<file path="src/slpc_pkg.sv">
// Shared constants and carrier types of the sensor link programming command block
package slpc_pkg;
   localparam int CLK_PERIOD_NS = 4;
   localparam logic [9:0] REPLY_OK = 10'h1E1;
   localparam logic [9:0] REPLY_ERROR = 10'h1E2;
   localparam logic [9:0] REPLY_EXEC_OK = 10'h2AA;
   localparam logic [9:0] REPLY_ENTER_OK = 10'h0CA;
   localparam logic [9:0] REPLY_ZERO = 10'h000;
   localparam logic [2:0] OWN_SENSOR_SELECT = 3'h1;
   localparam logic [2:0] FC_EXEC_NVM = 3'h4;
   localparam logic [2:0] FC_ENTER_PROG = 3'h7;
   localparam logic [2:0] FC_NIBBLE_READ = 3'h2;
   localparam logic [2:0] FC_NIBBLE_WRITE = 3'h3;
   localparam logic [3:0] FAULT_FRAMING = 4'h1;
   localparam logic [3:0] FAULT_CRC = 4'h2;
   localparam logic [3:0] FAULT_RANGE = 4'h5;
   localparam logic [3:0] FAULT_LOCKED = 4'h6;
   localparam logic [2:0] CRC_SEED = 3'h7;
   localparam int CRC_AUGMENT = 3;
   localparam int SHORT_MSG_BITS = 6;
   localparam int LONG_MSG_BITS = 16;
   localparam logic [1:0] SHORT_REPLY_WORDS = 2'h2;
   localparam logic [1:0] LONG_REPLY_WORDS = 2'h3;

   // One received command frame, fields in arrival order (bit 0 first)
   typedef struct packed {
      logic framing_err;
      logic is_long;
      logic is_xlong;
      logic [2:0] sensor_select;
      logic [2:0] function_code;
      logic [5:0] nibble_address;
      logic [3:0] nibble_data;
      logic [2:0] crc;
   } slpc_cmd_t;

   // One reply word towards the link transmitter
   typedef struct packed {
      logic valid;
      logic [9:0] word;
      logic parity;
   } slpc_reply_t;

   typedef enum logic [2:0] {
      BURN_IDLE = 3'b001,
      BURN_WAIT = 3'b010,
      BURN_RUN = 3'b100
   } slpc_burn_t;
endpackage
</file>
<file path="src/slpc_core.sv">
// Programming mode command decoder, reply generator and OTP burn sequencer
`timescale 1ns/10ps
module slpc_core #(
   parameter int ARRAY_BYTES = 32,
   parameter int ARRAY_START_DELAY_NS = 20000,
   parameter int STATUS_BYTE = 31
) (
   input wire logic clk,
   input wire logic rst_n,
   input wire logic cmd_valid,
   input wire slpc_pkg::slpc_cmd_t cmd,
   input wire logic rx_timeout,
   input wire logic sync_pulse,
   input wire logic [ARRAY_BYTES-1:0] write_lock,
   input wire logic otp_burn_done,
   input wire logic otp_burn_ok,
   input wire logic [ARRAY_BYTES-1:0][7:0] otp_image,
   output slpc_pkg::slpc_reply_t reply,
   output logic prog_mode,
   output logic otp_burn,
   output logic otp_load_ok_flag,
   output logic [ARRAY_BYTES-1:0][7:0] shadow_image
);
   import slpc_pkg::*;

   localparam int DELAY_RAW = (ARRAY_START_DELAY_NS + CLK_PERIOD_NS - 1) / CLK_PERIOD_NS;
   localparam int DELAY_CYC = (DELAY_RAW < 1) ? 1 : DELAY_RAW;

   //////////////////////////////////////////////////////////////////////////////////
   // CRC over the message bits, then three augmenting zeros
   function automatic logic [2:0] crc3(input logic [LONG_MSG_BITS-1:0] msg, input int n);
      logic [2:0] c;
      logic fb;
      c = CRC_SEED;
      for (int i = 0; i < LONG_MSG_BITS + CRC_AUGMENT; i++) begin
         if (i < n + CRC_AUGMENT) begin
            fb = c[2] ^ ((i < n) ? msg[i] : 1'b0);
            c = {c[1], c[0] ^ fb, fb};
         end
      end
      return c;
   endfunction

   // Reply word carrying a fault code in its low bits
   function automatic logic [9:0] fault_word(input logic [3:0] code);
      return {6'h00, code};
   endfunction

   //////////////////////////////////////////////////////////////////////////////////
   slpc_burn_t burn_q;
   logic [31:0] delay_q;
   logic [2:0][9:0] queue_q;
   logic [1:0] left_q;
   logic [LONG_MSG_BITS-1:0] msg;
   logic [4:0] byte_idx;
   logic [7:0] cur_byte;
   logic [7:0] new_byte;
   logic [7:0] next_byte;
   logic load;
   logic [2:0][9:0] load_words;
   logic [1:0] load_count;
   logic do_write;
   logic do_exec;
   logic do_enter;
   logic crc_ok;

   function automatic logic [7:0] read_byte(input logic [4:0] idx,
                                           input logic [ARRAY_BYTES-1:0][7:0] arr,
                                           input logic flag);
      logic [7:0] v;
      v = 8'h00;
      if (int'(idx) == STATUS_BYTE) begin
         v = {7'h00, flag};
      end else if (int'(idx) < ARRAY_BYTES) begin
         v = arr[idx];
      end
      return v;
   endfunction

   //////////////////////////////////////////////////////////////////////////////////
   // Command decode
   always_comb begin
      msg = {cmd.nibble_data, cmd.nibble_address, cmd.function_code, cmd.sensor_select};
      crc_ok = (crc3(msg, cmd.is_long ? LONG_MSG_BITS : SHORT_MSG_BITS) == cmd.crc);
      byte_idx = cmd.nibble_address[5:1];
      cur_byte = read_byte(byte_idx, shadow_image, otp_load_ok_flag);
      new_byte = cmd.nibble_address[0] ? {cmd.nibble_data, cur_byte[3:0]}
                                       : {cur_byte[7:4], cmd.nibble_data};
      next_byte = (int'(byte_idx) >= ARRAY_BYTES - 1) ? 8'h00
                  : read_byte(byte_idx + 5'h01, shadow_image, otp_load_ok_flag);
      load = 1'b0;
      load_words = '0;
      load_count = SHORT_REPLY_WORDS;
      do_write = 1'b0;
      do_exec = 1'b0;
      do_enter = 1'b0;
      if (rx_timeout) begin
         load = 1'b1;
         load_words = {REPLY_ZERO, fault_word(FAULT_FRAMING), REPLY_ERROR};
      end else if (cmd_valid && burn_q != BURN_RUN) begin
         if (cmd.framing_err) begin
            load = !cmd.is_xlong;
            load_count = cmd.is_long ? LONG_REPLY_WORDS : SHORT_REPLY_WORDS;
            load_words = {REPLY_ZERO, fault_word(FAULT_FRAMING), REPLY_ERROR};
         end else if (cmd.is_xlong || cmd.sensor_select != OWN_SENSOR_SELECT) begin
            load = 1'b0;
         end else if (!crc_ok) begin
            // Short enter command and short invalid codes stay silent even when corrupted
            load = cmd.is_long || cmd.function_code == FC_EXEC_NVM;
            load_count = cmd.is_long ? LONG_REPLY_WORDS : SHORT_REPLY_WORDS;
            load_words = {REPLY_ZERO, fault_word(FAULT_CRC), REPLY_ERROR};
         end else if (!cmd.is_long) begin
            if (cmd.function_code == FC_EXEC_NVM) begin
               load = 1'b1;
               do_exec = 1'b1;
               load_words = {REPLY_ZERO, REPLY_EXEC_OK, REPLY_OK};
            end else if (cmd.function_code == FC_ENTER_PROG) begin
               load = 1'b1;
               do_enter = 1'b1;
               load_words = {REPLY_ZERO, REPLY_ENTER_OK, REPLY_OK};
            end
         end else begin
            load_count = LONG_REPLY_WORDS;
            if (cmd.function_code == FC_NIBBLE_READ || cmd.function_code == FC_NIBBLE_WRITE) begin
               load = 1'b1;
               // Status byte sits outside the array but stays addressable
               if (int'(byte_idx) >= ARRAY_BYTES && int'(byte_idx) != STATUS_BYTE) begin
                  load_words = {REPLY_ZERO, fault_word(FAULT_RANGE), REPLY_ERROR};
               end else if (cmd.function_code == FC_NIBBLE_READ) begin
                  load_words = {2'b00, next_byte, 2'b00, cur_byte, REPLY_OK};
               end else if (int'(byte_idx) == STATUS_BYTE || write_lock[byte_idx]) begin
                  load_words = {REPLY_ZERO, fault_word(FAULT_LOCKED), REPLY_ERROR};
               end else begin
                  do_write = 1'b1;
                  load_words = {4'h0, cmd.nibble_address, 2'b00, new_byte, REPLY_OK};
               end
            end
         end
      end
   end

   //////////////////////////////////////////////////////////////////////////////////
   // Reply queue, one word per sync pulse
   always_ff @(posedge clk or negedge rst_n) begin
      if (!rst_n) begin
         queue_q <= '0;
         left_q <= 2'h0;
         reply <= '0;
      end else begin
         reply.valid <= 1'b0;
         if (load) begin
            queue_q <= load_words;
            left_q <= load_count;
         end else if (sync_pulse && left_q != 2'h0 && burn_q != BURN_RUN) begin
            reply.valid <= 1'b1;
            reply.word <= queue_q[0];
            reply.parity <= ^queue_q[0];
            queue_q <= {REPLY_ZERO, queue_q[2], queue_q[1]};
            left_q <= left_q - 2'h1;
         end
      end
   end

   //////////////////////////////////////////////////////////////////////////////////
   // Shadow array; rejected writes never reach this path
   always_ff @(posedge clk or negedge rst_n) begin
      if (!rst_n) begin
         shadow_image <= '0;
      end else if (burn_q == BURN_RUN && otp_burn_done && otp_burn_ok) begin
         shadow_image <= otp_image;
      end else if (do_write) begin
         shadow_image[byte_idx] <= new_byte;
      end
   end

   always_ff @(posedge clk or negedge rst_n) begin
      if (!rst_n) begin
         prog_mode <= 1'b0;
      end else if (do_enter) begin
         prog_mode <= 1'b1;
      end
   end

   //////////////////////////////////////////////////////////////////////////////////
   // OTP burn sequencer
   always_ff @(posedge clk or negedge rst_n) begin
      if (!rst_n) begin
         burn_q <= BURN_IDLE;
         delay_q <= 32'h0;
         otp_burn <= 1'b0;
         otp_load_ok_flag <= 1'b0;
      end else begin
         unique case (burn_q)
            BURN_IDLE: begin
               if (do_exec) begin
                  burn_q <= BURN_WAIT;
                  delay_q <= 32'(DELAY_CYC - 1);
                  otp_load_ok_flag <= 1'b0;
               end
            end
            BURN_WAIT: begin
               if (delay_q == 32'h0) begin
                  burn_q <= BURN_RUN;
                  otp_burn <= 1'b1;
               end else begin
                  delay_q <= delay_q - 32'h1;
               end
            end
            BURN_RUN: begin
               if (otp_burn_done) begin
                  burn_q <= BURN_IDLE;
                  otp_burn <= 1'b0;
                  otp_load_ok_flag <= otp_burn_ok;
               end
            end
         endcase
      end
   end
endmodule

</file>
<file path="config.mk">
export PLATFORM = sky130hd
export DESIGN_NAME = slpc_core
export DESIGN_NICKNAME = d
export VERILOG_FILES = /design/src/slpc_pkg.sv /design/src/slpc_core.sv
export SDC_FILE = /design/constraint.sdc
export NUM_CORES = 1
export LEC_CHECK = 0
export BUFFER_PORTS_ARGS = -buffer_cell sky130_fd_sc_hd__buf_2
export CAP_MARGIN = 20
export CORE_ASPECT_RATIO = 1.1
export CORE_MARGIN = 3
export CORE_UTILIZATION = 35
export CTS_CLUSTER_SIZE = 24
export DETAILED_ROUTE_END_ITERATION = 8
export GPL_TIMING_DRIVEN = 0
export PLACE_DENSITY_LB_ADDON = 0.3
export SKIP_CTS_REPAIR_TIMING = 1
export SLEW_MARGIN = 15
export SYNTH_ARGS = -nofsm -noshare
export SYNTH_HDL_FRONTEND = slang
export SYNTH_SLANG_ARGS = --single-unit
</file>
<file path="constraint.sdc">
create_clock -name clk -period 6.83 [get_ports clk]
set_input_delay 1.0245 -clock clk [delete_from_list [all_inputs] [get_ports clk]]
set_output_delay 1.0245 -clock clk [all_outputs]
set_load 0.02 [all_outputs]
</file>
==> results of run 1 <==
[flip-flops by register name, summed over array words and instances (netlist names)]
register,cells
prog_mode,1
shadow_image,256
reply,12
left_q,2
otp_burn,1
queue_q,27
otp_load_ok_flag,1
delay_q,32
burn_q,3
[cells in the final DEF (no fill, tap or decap), types with 58 or more instances in the layout]
cell type  instances
buf_2            620
mux2i_1          356
dfrtp_1          334
mux4_2           158
nand2_1          112
clkbuf_1          97
a21oi_1           97
and2_1            72
a211oi_1          63
nor2_1            58
[report_power, final]
part	switching (mW)	internal (mW)
clock network	0.948	1.44
logic	0.609	0.346
registers	0.0569	2.05
total	1.61	3.83
[cell families (layout without fill, tap and decap cells)]
family                     count (synthesis)  after routing  synth area share
muxes                                    536            536             0.340
and+or+nand+nor                          424            424             0.116
DFF                                      335            335             0.386
AOI/OAI and AO/OA                        304            304            0.0937
buffers and inverters                    189            847            0.0366
xor gates and xnor gates                  39             39            0.0224
adders and majority gates                  9              9           0.00519
other                                      0              3                 0
[worst paths after layout]
path	to	slack (ns)	depth (start not counted)
worst max-delay path	queue_q[22]$_DFFE_PN0P_	0.35	12
worst min-delay path	shadow_image[111]$_DFFE_PN0P_	0.39	1
worst max register to register	shadow_image[212]$_DFFE_PN0P_	2.40	8
worst min register to register	otp_burn$_DFFE_PN0P_	0.49	2
max in group asynchronous	delay_q[16]$_DFFE_PN0P_	5.45	2
min in group clk	otp_burn$_DFFE_PN0P_	0.49	2
[per-layer routing]
metal,vias to the layer above,share of wire,global-route usage
met2,1336,0.48,0.552
met5,-,0.00047,0
met3,294,0.088,0.0698
li1,8305,-,-
met1,10640,0.38,0.418
met4,8,0.048,0.139
[worst max-delay path: cells and delay by family]
kind            cells  cell delay [ns]
buf+inv             6             3.35
mux                 2             0.74
xor+xnor            1             1.01
compound gates      2             0.53
simple gates        1             0.22
[cell type report]
type / instances / area [um^2] / share of cell area
Multi-Input combinational cell: 1312 / 12500 / 0.460
Inverter: 34 / 128 / 0.00468
Antenna cell: 3 / 7.51 / 0.000275
Timing Repair Buffer: 590 / 3060 / 0.112
Clock buffer: 58 / 1220 / 0.0448
Tap cell: 824 / 1030 / 0.0378
Sequential cell: 335 / 8380 / 0.308
Buffer: 152 / 664 / 0.0244
Clock inverter: 13 / 220 / 0.00808
==> metrics, run 1 <==
minimum clock period 6.48 ns; Final Core Density 0.445; register bit count reported by yosys 335; RSZ-0062 raised after global routing false; syn_area_per_cell 11.8 um^2; Cell Rows 95; TritonRoute pass-1 iters 5; total wire length 110000 um; CP Launch Point cmd[8]; post-detail-place hpwl 86800 um; Worst path most repeated cell clkbuf_1; pwr dens 200 nW/um^2; Hold WC Path Type primary input to async pin; WP data arrival 6.94 ns; initial antenna violation count 8; Startpoint Class primary input; wire per inst 33.2 um; Die Height 267 um; CP Data Required Time 7.29 ns; Reg2Reg Launch Point shadow_image[108]$_DFFE_PN0P_; max incr delay on CP 1.01 ns; Top FF cell, synth dfrtp_1; CTS tree done; Setup Skew 0.0298 ns; worst skew pair latency 0.60 ns; cts bufs inserted 41; share of layout cells above drive strength 1 0.377; slew margin rel. 0.167; Detailed Route Iter0 Violations 2450; Area after DPL 25800 um^2; vias in the first global route 20510; DR vias/cell 6.20; CP max-delay cell xor2_1; most frequent cells after synthesis mux2i_1 (356), dfrtp_1 (334), mux4_2 (158); CTS Root Buffer Type clkbuf_16; post-synthesis sequential area ratio 0.386; synthesized area 21700 um^2; Total Die Area 65000 um^2; number of flops mapped to enable cells by yosys 0; total number of vias 20583; period utilization 0.949; kind of end point of the critical path flip-flop; Hold Fails Final Rpt 0; Placed Cells incl. Taps 3249; pre-CTS setup slack -1.75 ns; Pwr Total 5.44 mW; die width 243 um; routability cong. 0.972; Syn Inst Count 1836; top cells by area, synth dfrtp_1 (39%), mux2i_1 (16%), mux4_2 (16%); nets 2792; Clock Tree Buf Depth 3; syn_nets 2162; CTS H-tree lvls 2; # IOs 588; setup violators final 0; Yosys top cell by area dfrtp_1; Final Cell Area 27300 um^2; peak supply drop 0.000152 V; Max Cap Viol 0; Area growth syn-to-layout 25.6%; Slew @ Worst Pin 1.24 ns; largest net degree at the start of global routing 101; first-pass GRT wire length 154000 um; asr flop ratio synth 1.00; IO buf count 583; Fin Hold WS 0.386 ns; top-count cell post-synth mux2i_1; total negative setup slack 0 ns; initial core utilization 0.355; Fmax 154 MHz; worst-path cell chain buf_2 > buf_2 > buf_6 > clkbuf_1 > clkbuf_1 > nand3_1 > xor2_1 > clkbuf_1 > mux4_2 > mux2i_1 > o21ai_0 > a32o_1; Sink Count 335; P_leak 13.7 nW; total gr overflow 0; DRC Markers 0; Clk pin slew, worst setup/hold paths 0.06 ns; Pins Over Slew Limit 0; Finished Layout Cells 3321; number of library cell types mapped by synthesis 77; core area 61200 um^2; PnR worst setup slack 0.350 ns; Global Route Usage Sum 0.330; Synth top area share 0.385; critical path peak fanout 28; Fillers 5843; status finished clean; Ys Warns 0; post-route ant nets 0; critical path class primary input to flip-flop
No activity file was read; power rests on OpenSTA's default activity.
==> inputs of run 2 (changes only) <==
--- a/config.mk
+++ b/config.mk
@@ -13,6 +13,7 @@
 export CTS_CLUSTER_SIZE = 24
 export DETAILED_ROUTE_END_ITERATION = 8
 export GPL_TIMING_DRIVEN = 0
+export MAX_ROUTING_LAYER = met4
 export PLACE_DENSITY_LB_ADDON = 0.3
 export SKIP_CTS_REPAIR_TIMING = 1
 export SLEW_MARGIN = 15
==> run 2 against run 1 <==
Compared with the run above:
- critical endpoint is now queue_q[20]$_DFFE_PN0P_
- combinational power barely moved
- clock-buffer cell count fell by 2
- first-iteration DRC count fell by 12%
- via count fell by 0.38%
- global-route usage rose by 1.1 points
- critical path depth rose by 2
- clock skew rose by 0.0031 ns
- sequential share of layout area rose by 0.12 points
- clock power fell by 6%
- cell area fell by 0.39%
- hold slack improved by 0.035 ns
- maximum frequency rose by 1.5%
==> metrics, run 2 (synthesis gave the netlist of run 1 again) <==
pwr dens 195 nW/um^2 (was 200 nW/um^2); share of layout cells above drive strength 1 0.377 (about the same); CTS H-tree lvls 2 (unchanged); Largest register FFs 256 (unchanged); initial core utilization 0.355 (unchanged); total wire length 110000 um (about the same); DR vias/cell 6.17 (was 6.20); Sink Count 335 (unchanged); status finished clean (unchanged); die width 243 um (unchanged); Total Die Area 65000 um^2 (unchanged); slew margin rel. 0.196 (was 0.167); RSZ-0062 raised after global routing false (unchanged); setup violators final 0 (unchanged); Hold Fails Final Rpt 0 (unchanged); Startpoint Class primary input (unchanged); vias in the first global route 20855 (was 20510); Reg2Reg Setup Slack 2.41 ns (was 2.40 ns); biggest regs shadow_image (256), delay_q (32), queue_q (27) (unchanged); critical path peak fanout 19 (was 28); Max Cap Viol 0 (unchanged); Hold WC Path Type primary input to async pin (unchanged); largest net degree at the start of global routing 101 (unchanged); peak supply drop 0.000156 V (was 0.000152 V); total gr overflow 0 (unchanged); Slew @ Worst Pin 1.20 ns (was 1.24 ns); Detailed Route Iter0 Violations 2154 (was 2450); most frequent cells in the layout buf_2 (621), mux2i_1 (356), dfrtp_1 (334) (was buf_2 (620), mux2i_1 (356), dfrtp_1 (334)); wire per inst 33.2 um (about the same); Final Cell Area 27100 um^2 (was 27300 um^2); routability cong. 0.978 (was 0.972); kind of end point of the critical path flip-flop (unchanged); period utilization 0.934 (was 0.949); total number of vias 20505 (was 20583); Fillers 5834 (was 5843); Die Height 267 um (unchanged); Cell Rows 95 (unchanged); WP data arrival 6.84 ns (was 6.94 ns); cts bufs inserted 42 (was 41); CTS tree done (unchanged); Setup Skew 0.0329 ns (was 0.0298 ns); # IOs 588 (unchanged); commonest non-fill, non-tap cell in the layout buf_2 (unchanged); Clk pin slew, worst setup/hold paths 0.06 ns (about the same); largest register by flop count shadow_image (unchanged); PnR worst setup slack 0.449 ns (was 0.350 ns); Area after DPL 25800 um^2 (about the same); worst skew pair latency 0.60 ns (about the same); CP Data Required Time 7.29 ns (about the same); initial antenna violation count 4 (was 8); IO buf count 583 (unchanged); post-detail-place hpwl 86800 um (about the same); P_leak 13.7 nW (about the same); critical path class primary input to flip-flop (unchanged); pre-CTS setup slack -1.68 ns (was -1.75 ns); minimum clock period 6.38 ns (was 6.48 ns); first-pass GRT wire length 155000 um (was 154000 um); CTS Root Buffer Type clkbuf_16 (unchanged); core area 61200 um^2 (unchanged); Fmax 157 MHz (was 154 MHz); TritonRoute pass-1 iters 5 (unchanged); post-route ant nets 0 (unchanged); Global Route Usage Sum 0.341 (was 0.330); Pins Over Slew Limit 0 (unchanged); Fin Hold WS 0.421 ns (was 0.386 ns); Clock Tree Buf Depth 3 (unchanged); DRC Markers 0 (unchanged); Area growth syn-to-layout 25.1% (was 25.6%); nets 2792 (unchanged)
[run 2: cell types whose count changed in the layout (fill, tap and decap cells not counted)]
cell	delta
clkbuf_16	+2
inv_6	-2
buf_2	+1
clkinv_2	+9
clkinv_8	+2
diode_2	-1
inv_16	-1
clkbuf_2	-1
clkbuf_1	+2
clkinvlp_4	+2
buf_8	-1
bufinv_16	-4
clkbuf_8	-6
[run 2: path summary, 6_finish.rpt]
check | start | end | cells after the start
min in group clk | otp_burn$_DFFE_PN0P_ | otp_burn$_DFFE_PN0P_ | 2
worst min register to register | otp_burn$_DFFE_PN0P_ | otp_burn$_DFFE_PN0P_ | 2
worst min-delay path | rst_n | shadow_image[103]$_DFFE_PN0P_ | 1
worst max-delay path | cmd[9] | queue_q[20]$_DFFE_PN0P_ | 14
max in group asynchronous | rst_n | shadow_image[216]$_DFFE_PN0P_ | 3
worst max register to register | shadow_image[236]$_DFFE_PN0P_ | shadow_image[196]$_DFFE_PN0P_ | 8
[run 2: final cells by class]
cell class / instances / area (um^2) / area share
multi-input combinational: 1312 / 12500 / 0.462
sequential: 335 / 8380 / 0.309
timing repair buffer: 589 / 3050 / 0.112
clock buffer: 56 / 1190 / 0.0440
tap: 824 / 1030 / 0.0380
buffer: 152 / 664 / 0.0245
clock inverter: 19 / 155 / 0.00571
inverter: 34 / 128 / 0.00470
antenna: 2 / 5.00 / 0.000184
[run 2: worst max-delay path, stage by stage]
cell,delay (ns)
buf_2,0.19
clkbuf_1,0.27
buf_2,0.44
buf_2,0.50
buf_2,0.56
buf_2,0.43
inv_1,0.12
ha_2,0.81
clkbuf_1,0.79
mux4_2,0.49
mux4_2,0.48
mux2_2,0.27
a22o_1,0.22
a32o_1,0.21
[run 2: per-stage QoR]
step | setup TNS (ns) | utilization | cells | power (mW)
after floorplan | 0 | - | 1836 | 2.67
after global placement | -663.72 | 0.419 | 3243 | 3.06
after detailed placement | -10.46 | 0.421 | 3248 | 3.08
after CTS | -5.62 | 0.443 | 3323 | 5.31
after global routing | 0 | 0.443 | 3323 | 5.46
final | 0 | 0.443 | 3323 | 5.30
[run 2: layer usage]
metal / track usage / routed length [um] / vias up
met4: 0.154 / 5840 / 0
met5: - / 0 / -
li1: - / - / 8300
met3: 0.0603 / 8380 / 321
met2: 0.551 / 52600 / 1258
met1: 0.422 / 43500 / 10626
[run 2: power by group]
| group | switching [mW] | leakage [nW] | internal, mW | total (mW) |
|---|---|---|---|---|
| clock | 0.969 | 0.671 | 1.27 | 2.24 |
| combinational | 0.609 | 8.61 | 0.346 | 0.955 |
| sequential | 0.0574 | 4.40 | 2.05 | 2.11 |
